[config.mk]
export PLATFORM = sky130hd
export DESIGN_NAME = cid_regs
export DESIGN_NICKNAME = d
export VERILOG_FILES = /design/src/cid_regs.v /design/src/cid_rid_conv.v
export VERILOG_INCLUDE_DIRS = /design/src
export SDC_FILE = /design/constraint.sdc
export NUM_CORES = 1
export LEC_CHECK = 0
export BUFFER_PORTS_ARGS = -buffer_cell sky130_fd_sc_hd__buf_4
export CORE_MARGIN = 4
export CORE_UTILIZATION = 60
export DETAILED_ROUTE_END_ITERATION = 8
export GPL_TIMING_DRIVEN = 0
export HOLD_SLACK_MARGIN = 0.06
export PLACE_DENSITY = 0.87
export RECOVER_POWER = 100
export REMOVE_ABC_BUFFERS = 1
export SYNTH_ARGS = -nofsm -noshare
export SYNTH_HDL_FRONTEND = slang
export SYNTH_SLANG_ARGS = --single-unit
[constraint.sdc]
create_clock -name i_mclk -period 4.7 [get_ports i_mclk]
set_input_delay 0.94 -clock i_mclk [delete_from_list [all_inputs] [get_ports i_mclk]]
set_output_delay 0.94 -clock i_mclk [all_outputs]
set_load 0.01 [all_outputs]
[src/cid_defines.vh]
/*
  register offsets, field positions, reset values and timing counts for the
  charger and id detection register bank.
  assumes inclusion by bare name from the design files.
*/
`ifndef CID_DEFINES_VH
`define CID_DEFINES_VH

// ************************************************************
// register offsets (6-bit ulpi register address)
// ************************************************************
`define CID_ADDR_VEND_LO   6'h30
`define CID_ADDR_VEND_HI   6'h3f
`define CID_ADDR_CHG       6'h32
`define CID_ADDR_HSET      6'h33
`define CID_ADDR_RID_WR    6'h36
`define CID_ADDR_RID_SET   6'h37
`define CID_ADDR_RID_CLR   6'h38

// ************************************************************
// field positions
// ************************************************************
`define CID_CHG_SRC_BIT    0
`define CID_CHG_SINK_BIT   1
`define CID_CHG_CONT_BIT   2
`define CID_CHG_HOST_BIT   3
`define CID_CHG_DET_BIT    4
`define CID_RID_DONE_BIT   3
`define CID_RID_START_BIT  4
`define CID_RID_RSVD_BIT   5
`define CID_RID_IEN_BIT    6

// ************************************************************
// reset values and key
// ************************************************************
`define CID_CHG_RESET      4'h0
`define CID_HSET_RESET     4'h0
`define CID_HSET_KEY       4'ha
`define CID_RID_RESET      3'h0
`define CID_RID_ERROR      3'h7

// ************************************************************
// timing
// ************************************************************
`define CID_CLK_MHZ        250
`define CID_CONV_TIME_US   282
`define CID_CONV_CYCLES    (`CID_CONV_TIME_US * `CID_CLK_MHZ)

`endif

[src/cid_regs.v]
/*
  vendor charger detection, headset key and id resistor conversion registers
  reached through ulpi immediate register read and write.
  assumes the ulpi protocol engine hands over decoded accesses on i_mclk:
  one-cycle write strobe with address and data, read strobe with address,
  read data returned from flip-flops the cycle after.
  comparator, line state and id code come from analog/other domains.
*/
// Notes on behaviour
// - comparator output reads 0 unless sink current enable bit 1 is set.
// - bit 0 enables voltage source, bit 2 contact source; bits 0-3 reset 0.
// - host port bit 3 swaps all source, sink, comparator data line connections.
// - detect flag bit 4 is 1 only with comparator high and line state 00.
// - headset mode on only while key bits 3:0 equal 1010; upper bits zero.
// - id register readable at three addresses: write, set, clear.
// - result codes 000 0ohm to 101 floating, 111 error.
// - write or set start bit launches measurement; auto clears at completion.
// - measurement lasts 282 us, then done flag bit 3 rises.
// - reading result through this register clears done flag.
// - reading through carkit status does not clear done flag.
// - enabled done assertion raises alternate interrupt in receive command.
// - effective enable is or of this bit and carkit enable bit.
// - vendor range 30h-3fh reachable by immediate read and write.
// - carkit latch records event when enabled and done rises.
`timescale 1ns/1ps
`default_nettype none
`include "cid_defines.vh"

module cid_regs #(
  parameter CONV_CYCLES = `CID_CONV_CYCLES
) (
  input  wire       i_mclk,
  input  wire       i_rst,
  input  wire       i_reg_wr,
  input  wire       i_reg_rd,
  input  wire [5:0] i_reg_addr,
  input  wire [7:0] i_reg_wdata,
  output reg  [7:0] o_reg_rdata,
  output reg        o_reg_hit,
  input  wire       i_carkit_rid_ien,
  input  wire       i_carkit_status_rd,
  input  wire       i_data_detect_comparator,
  input  wire [1:0] i_line_state,
  input  wire [2:0] i_id_code,
  output wire       o_dp_data_voltage_source,
  output wire       o_dm_data_voltage_source,
  output wire       o_dp_data_sink_current,
  output wire       o_dm_data_sink_current,
  output wire       o_dp_contact_current_source,
  output wire       o_dm_contact_current_source,
  output wire       o_comparator_on_dm,
  output wire       o_headset_mode,
  output wire [2:0] o_id_resistor_result,
  output wire       o_id_conversion_done,
  output reg        o_alt_int,
  output reg        o_carkit_rid_latch_set
);

  // ************************************************************
  // state
  // ************************************************************
  reg  [3:0] chg_reg;
  reg  [3:0] hset_reg;
  reg        start_reg;
  reg        rsvd_reg;
  reg        ien_reg;
  reg        done_reg;
  reg  [2:0] result_reg;
  reg        cmp_s1_reg;
  reg        cmp_s2_reg;
  reg  [1:0] ls_s1_reg;
  reg  [1:0] ls_s2_reg;
  reg  [2:0] id_s1_reg;
  reg  [2:0] id_s2_reg;
  reg  [2:0] id_s3_reg;
  reg  [2:0] id_hold_reg;
  reg        done_reg_pending;
  reg  [7:0] wr_val;
  reg  [7:0] rid_next;
  wire       conv_busy;
  wire       conv_done;
  wire [2:0] conv_result;
  wire       data_detect_flag;
  wire       irq_enable;
  wire       rid_rd;
  wire       start_launch;

  function is_rid_addr;
    input [5:0] a;
    begin
      is_rid_addr = (a == `CID_ADDR_RID_WR) || (a == `CID_ADDR_RID_SET) || (a == `CID_ADDR_RID_CLR);
    end
  endfunction

  // ************************************************************
  // input synchronisers
  // ************************************************************
  always @(posedge i_mclk or posedge i_rst) begin
    if (i_rst) begin
      cmp_s1_reg <= 1'b0;
      cmp_s2_reg <= 1'b0;
      ls_s1_reg  <= 2'h0;
      ls_s2_reg  <= 2'h0;
      id_s1_reg  <= 3'h0;
      id_s2_reg  <= 3'h0;
      id_s3_reg  <= 3'h0;
      id_hold_reg <= 3'h0;
    end else begin
      cmp_s1_reg <= i_data_detect_comparator;
      cmp_s2_reg <= cmp_s1_reg;
      ls_s1_reg  <= i_line_state;
      ls_s2_reg  <= ls_s1_reg;
      id_s1_reg  <= i_id_code;
      id_s2_reg  <= id_s1_reg;
      id_s3_reg  <= id_s2_reg;
      // multi-bit code taken only once two samples agree
      if (id_s2_reg == id_s3_reg) begin
        id_hold_reg <= id_s3_reg;
      end
    end
  end

  // ************************************************************
  // charger detect outputs
  // ************************************************************
  // source enables
  assign o_dp_data_voltage_source    = chg_reg[`CID_CHG_SRC_BIT]  & ~chg_reg[`CID_CHG_HOST_BIT];
  assign o_dm_data_voltage_source    = chg_reg[`CID_CHG_SRC_BIT]  &  chg_reg[`CID_CHG_HOST_BIT];
  assign o_dp_data_sink_current      = chg_reg[`CID_CHG_SINK_BIT] & ~chg_reg[`CID_CHG_HOST_BIT];
  assign o_dm_data_sink_current      = chg_reg[`CID_CHG_SINK_BIT] &  chg_reg[`CID_CHG_HOST_BIT];
  assign o_dp_contact_current_source = chg_reg[`CID_CHG_CONT_BIT] & ~chg_reg[`CID_CHG_HOST_BIT];
  assign o_dm_contact_current_source = chg_reg[`CID_CHG_CONT_BIT] &  chg_reg[`CID_CHG_HOST_BIT];
  assign o_comparator_on_dm          = chg_reg[`CID_CHG_HOST_BIT];
  assign data_detect_flag = chg_reg[`CID_CHG_SINK_BIT] & cmp_s2_reg & (ls_s2_reg == 2'h0);
  assign o_headset_mode = (hset_reg == `CID_HSET_KEY);

  // ************************************************************
  // id conversion
  // ************************************************************
  assign rid_rd               = i_reg_rd && is_rid_addr(i_reg_addr);
  assign irq_enable           = ien_reg | i_carkit_rid_ien;
  assign o_id_resistor_result = result_reg;
  assign o_id_conversion_done = done_reg;
  assign start_launch         = start_reg && !conv_busy && !done_reg_pending;

  cid_rid_conv #(
    .CONV_CYCLES (CONV_CYCLES)
  ) u_conv (
    .i_mclk    (i_mclk),
    .i_rst     (i_rst),
    .i_start   (start_launch),
    .i_id_code (id_hold_reg),
    .o_busy    (conv_busy),
    .o_done    (conv_done),
    .o_result  (conv_result)
  );

  // ************************************************************
  // register writes, combinational next value of id register
  // ************************************************************
  always @* begin
    wr_val   = {1'b0, ien_reg, rsvd_reg, start_reg, 1'b0, 3'h0};
    rid_next = wr_val;
    if (i_reg_wr && i_reg_addr == `CID_ADDR_RID_WR) begin
      rid_next = i_reg_wdata;
    end else if (i_reg_wr && i_reg_addr == `CID_ADDR_RID_SET) begin
      rid_next = wr_val | i_reg_wdata;
    end else if (i_reg_wr && i_reg_addr == `CID_ADDR_RID_CLR) begin
      rid_next = wr_val & ~i_reg_wdata;
    end
  end

  always @(posedge i_mclk or posedge i_rst) begin
    if (i_rst) begin
      chg_reg          <= `CID_CHG_RESET;
      hset_reg         <= `CID_HSET_RESET;
      start_reg        <= 1'b0;
      rsvd_reg         <= 1'b0;
      ien_reg          <= 1'b0;
      done_reg         <= 1'b0;
      result_reg       <= `CID_RID_RESET;
      done_reg_pending <= 1'b0;
      o_alt_int        <= 1'b0;
      o_carkit_rid_latch_set <= 1'b0;
    end else begin
      if (i_reg_wr && i_reg_addr == `CID_ADDR_CHG) begin
        chg_reg <= i_reg_wdata[3:0];
      end
      if (i_reg_wr && i_reg_addr == `CID_ADDR_HSET) begin
        hset_reg <= i_reg_wdata[3:0];
      end
      rsvd_reg <= rid_next[`CID_RID_RSVD_BIT];
      ien_reg  <= rid_next[`CID_RID_IEN_BIT];
      // auto clear on completion beats write
      if (conv_done) begin
        start_reg <= 1'b0;
      end else begin
        start_reg <= rid_next[`CID_RID_START_BIT];
      end
      done_reg_pending <= conv_busy;
      if (conv_done) begin
        result_reg <= conv_result;
      end
      // done set wins over read clear
      if (conv_done) begin
        done_reg <= 1'b1;
      end else if (rid_rd) begin
        done_reg <= 1'b0;
      end
      o_alt_int              <= conv_done && !done_reg && irq_enable;
      o_carkit_rid_latch_set <= conv_done && !done_reg && irq_enable;
    end
  end

  // ************************************************************
  // register read
  // ************************************************************
  // immediate reads of vendor range
  always @(posedge i_mclk or posedge i_rst) begin
    if (i_rst) begin
      o_reg_rdata <= 8'h00;
      o_reg_hit   <= 1'b0;
    end else if (i_reg_rd) begin
      o_reg_hit <= (i_reg_addr >= `CID_ADDR_VEND_LO) && (i_reg_addr <= `CID_ADDR_VEND_HI);
      if (i_reg_addr == `CID_ADDR_CHG) begin
        o_reg_rdata <= {3'h0, data_detect_flag, chg_reg};
      end else if (i_reg_addr == `CID_ADDR_HSET) begin
        o_reg_rdata <= {4'h0, hset_reg};
      end else if (is_rid_addr(i_reg_addr)) begin
        o_reg_rdata <= {1'b0, ien_reg, rsvd_reg, start_reg, done_reg, result_reg};
      end else begin
        o_reg_rdata <= 8'h00;
      end
    end
  end

endmodule // cid_regs
`default_nettype wire

[src/cid_rid_conv.v]
/*
  id resistor conversion timer: runs a fixed-length measurement, then
  delivers the sampled result code with a one-cycle done pulse.
  assumes i_id_code is already synchronised to i_mclk.
*/
`timescale 1ns/1ps
`default_nettype none
`include "cid_defines.vh"

module cid_rid_conv #(
  parameter CONV_CYCLES = `CID_CONV_CYCLES
) (
  input  wire       i_mclk,
  input  wire       i_rst,
  input  wire       i_start,
  input  wire [2:0] i_id_code,
  output reg        o_busy,
  output reg        o_done,
  output reg  [2:0] o_result
);

  reg [19:0] cnt_reg;

  // ************************************************************
  // measurement counter
  // ************************************************************
  always @(posedge i_mclk or posedge i_rst) begin
    if (i_rst) begin
      cnt_reg  <= 20'h00000;
      o_busy   <= 1'b0;
      o_done   <= 1'b0;
      o_result <= 3'h0;
    end else begin
      o_done <= 1'b0;
      if (!o_busy && i_start) begin
        o_busy  <= 1'b1;
        cnt_reg <= CONV_CYCLES[19:0] - 20'h00001;
      end else if (o_busy) begin
        if (cnt_reg == 20'h00000) begin
          o_busy   <= 1'b0;
          o_done   <= 1'b1;
          // code 110 unused, mapped to error
          o_result <= (i_id_code == 3'h6) ? `CID_RID_ERROR : i_id_code;
        end else begin
          cnt_reg <= cnt_reg - 20'h00001;
        end
      end
    end
  end

endmodule // cid_rid_conv
`default_nettype wire

==> flow_summary.toml <==
[sta]
fmax_mhz = 354
rsz0062_at_grt = "false"
fin_crit_ns = 2.82
relSlewSlack_pct = 22.3
finalCritPeriodShare_pct = 60.1
hold_viol = 0
slew_violations = 0
fin_tns_setup_ns = 0
finalSetupViolCount = 0
finClkSkew_ns = 0.00768
tightest_slew_ns = 1.16

[final_layout]
final_net_count = 354
largest_reg_flops = 20
fill_cells = 397
drive_above_1_share_pct = 18.2
regArea_um2 = 1700
utilization_pct = 70.5
fin_area_um2 = 3580
instances_no_fill = 399
multi_input_area_um2 = 1320
syn_to_final_growth_pct = 14.0
diodes = 0

[yosys]
synthAdderAreaFrac_pct = 0.798
avgSynthCellArea_um2 = 10.9
ys_types = 54
yosys.area_share.simple_pct = 17.3
ys_ff_latch = 68
yosysTopAreaCell = "dfrtp_1"
yosysWarnings = 0
synth_edf_count = 0
yosysTopAreaCellShare_pct = 54.3
synth.area.top_cells = "dfrtp_1 (54%), mux2_2 (6.8%), mux2i_1 (2.9%)"
synthCells = 287
yosysSeqAreaShare_pct = 54.3
synth_top_flop_cell = "dfrtp_1"
synth-compound-area-share_pct = 13.1
synth_xor_area_share_pct = 0.838
synth_mux_area_share_pct = 9.70
synth_top_family_by_area = "simple AND/OR/NAND/NOR gates"
async_flop_share_pct = 100
synth_area_um2 = 3140

[floorplanning]
die_w_um = 80.3
die_area_um2 = 6450
die_y_um = 80.3
boundaryPins = 49
start_util_pct = 61.8
fp.coreArea_um2 = 5070
rows = 26

[place]
placedInstanceArea_um2 = 3500
port_buffers = 45
detailed_place_hpwl_um = 4730
dp.cells = 385
gp_congestion = 0.805

[min_path]
min_path_type = "reg2reg"
whs_endpoint = "id_s2_reg[2]"
worstHoldPathCells = 0
hp-start = "id_s1_reg[2]"

[worst_setup_path]
regToRegEndpoint = "u_conv.o_result[2]"
cpPeakStageDelay_ns = 0.90
crit_slowest_cell = "nor3_1"
cpLargestDelayFamily = "simple AND/OR/NAND/NOR gates"
rr_worst_depth = 4
r2r_slack_ns = 1.88
start_kind = "flip-flop"
worstPathArrival_ns = 3.04
cp.buffers_inverters = 0
crit_path_end_kind = "flip-flop"
r2r_start = "u_conv.cnt_reg[4]"
worstPathCellList = "or4_1 > nor3_1 > nand4_1 > mux2_2"
path_class = "reg2reg"
path_max_fanout = 11
crit_required_ns = 4.92

[detailed_routing]
wl_um = 6720
drtIter0Drc = 145
detail_route.vias_per_cell = 6.09
wl_per_cell_um = 16.8
dr.pass1.iters = 4
drc = 0
via_count = 2429
final_antenna_net_count = 0

[global_routing]
grt_busiest_layer = "met2"
grt_pass1_vias = 2495
grt_antenna_before_repair = 0
grt_max_degree = 44
grt_pass1_wl_um = 11600
use_met3_pct = 5.04
grt_usage_pct = 23.4
grt_overflow = 0
grtUsageMet2_pct = 39.2
grt_util_met1_pct = 28.8

[clocking]
cts_hold_buf = 0
clk_latency_ns = 0.34
h-tree-depth = 3
cts_root_buf = "clkbuf_8"
cts_resized = 0
cts_tree = "done"
cts.sinks = 68
clockBufferDepth = 2
path_clk_slew_ns = 0.07
postCtsSetupRepairBufs = 0
cts_buffers = 9

[pwr]
peakVddDrop_mv = 0.267
power.density_nw_per_um2 = 421
p_leak_uw = 0.00154
finalPower_uw = 1510

[run_status]
status = "finished, final reports clean"

[job]
cap_violations = 0
## metal layers
layer  up-vias  part of all wire [%]
met5         -                     0
met4         0                   2.2
met3        15                   5.9
met2        88                    49
met1      1208                    43
li1       1118                     -
## power by group
part	internal, uW	switching, uW
logic	143	182
clock network	199	203
registers	679	99.5
## through the flow
step / worst slack [ns] / hold slack (ns)
CTS: 1.90 / 0.350
finish: 1.88 / 0.347
detailed placement: 1.70 / 0.336
floorplan: 2.05 / 0.331
global placement: 1.33 / 0.332
global route: 1.70 / 0.357
## worst reg2reg max path, stage by stage, from the launching register on
cell and delay (ns):
dfrtp_1 0.42, or4_1 0.57, nor3_1 0.90, nand4_1 0.42, mux2_2 0.39
## cells by family after synthesis
| group | after synthesis |
|---|---|
| AOI/OAI and AO/OA | 58 |
| adders and majority gates | 2 |
| muxes | 28 |
| other | 1 |
| buffers and inverters | 29 |
| xor gates and xnor gates | 3 |
| DFF | 68 |
| and+or+nand+nor | 98 |
## synth_stat cells, drive strengths merged, types with 4 or more instances
cell type and instances:
nand2 15, mux2 19, or4 4, nor2 20, nor4 4, a22oi 4
nand4 6, nor2b 6, and2 9, o21ai 8, dfrtp 68, o31ai 6
nor3 9, buf 5, nand2b 5, o211ai 5, clkbuf 13, inv 11
mux2i 9, a21oi 13, nand3 4
## worst max path at each step
| stage | start | to | slack (ns) | cells after the start |
|---|---|---|---|---|
| 2_1_floorplan | i_rst | asynchronous set/reset pin | 2.05 | 1 |
| 3_3_place_gp | i_rst | ls_s1_reg[0] | 1.33 | 2 |
| 3_5_place_dp | i_reg_addr[0] | flip-flop | 1.70 | 5 |
| 4_1_cts | u_conv.cnt_reg[4] | u_conv.o_result[2] | 1.90 | 4 |
| 5_1_grt | u_conv.cnt_reg[4] | u_conv.o_result[2] | 1.70 | 4 |
| 6_report | u_conv.cnt_reg[4] | u_conv.o_result[2] | 1.88 | 4 |
## layout by cell type (no fill, tap or decap), types with 2 or more instances in the layout
cell type	instances
nand2b_1	5
a2111oi_0	2
a22o_1	2
mux2i_1	9
nand4b_1	2
clkbuf_8	10
or4_1	4
o31ai_1	6
nand2_1	15
nand4_1	6
and2_0	2
o211ai_1	5
nor3_1	9
clkbuf_4	9
and2_1	7
a31oi_1	2
nor2_1	20
buf_4	13
or3b_2	2
ha_1	2
inv_1	11
and3_1	2
xnor2_1	3
nand3_1	4
clkbuf_1	25
a22oi_1	4
nor4_1	4
a211o_1	2
nor3b_1	2
mux2_2	18
a21oi_1	13
nor2b_1	6
dfrtp_1	68
o21ai_0	8
## cell type report
class,count,area share [%]
flip-flops and latches,68,47.6
multi-input cells,190,36.8
repair buffers,46,7.59
clock buffers,12,4.06
well taps,70,2.45
inverters,11,1.15
clock inverters,2,0.350
No activity file was read; power rests on OpenSTA's default activity.
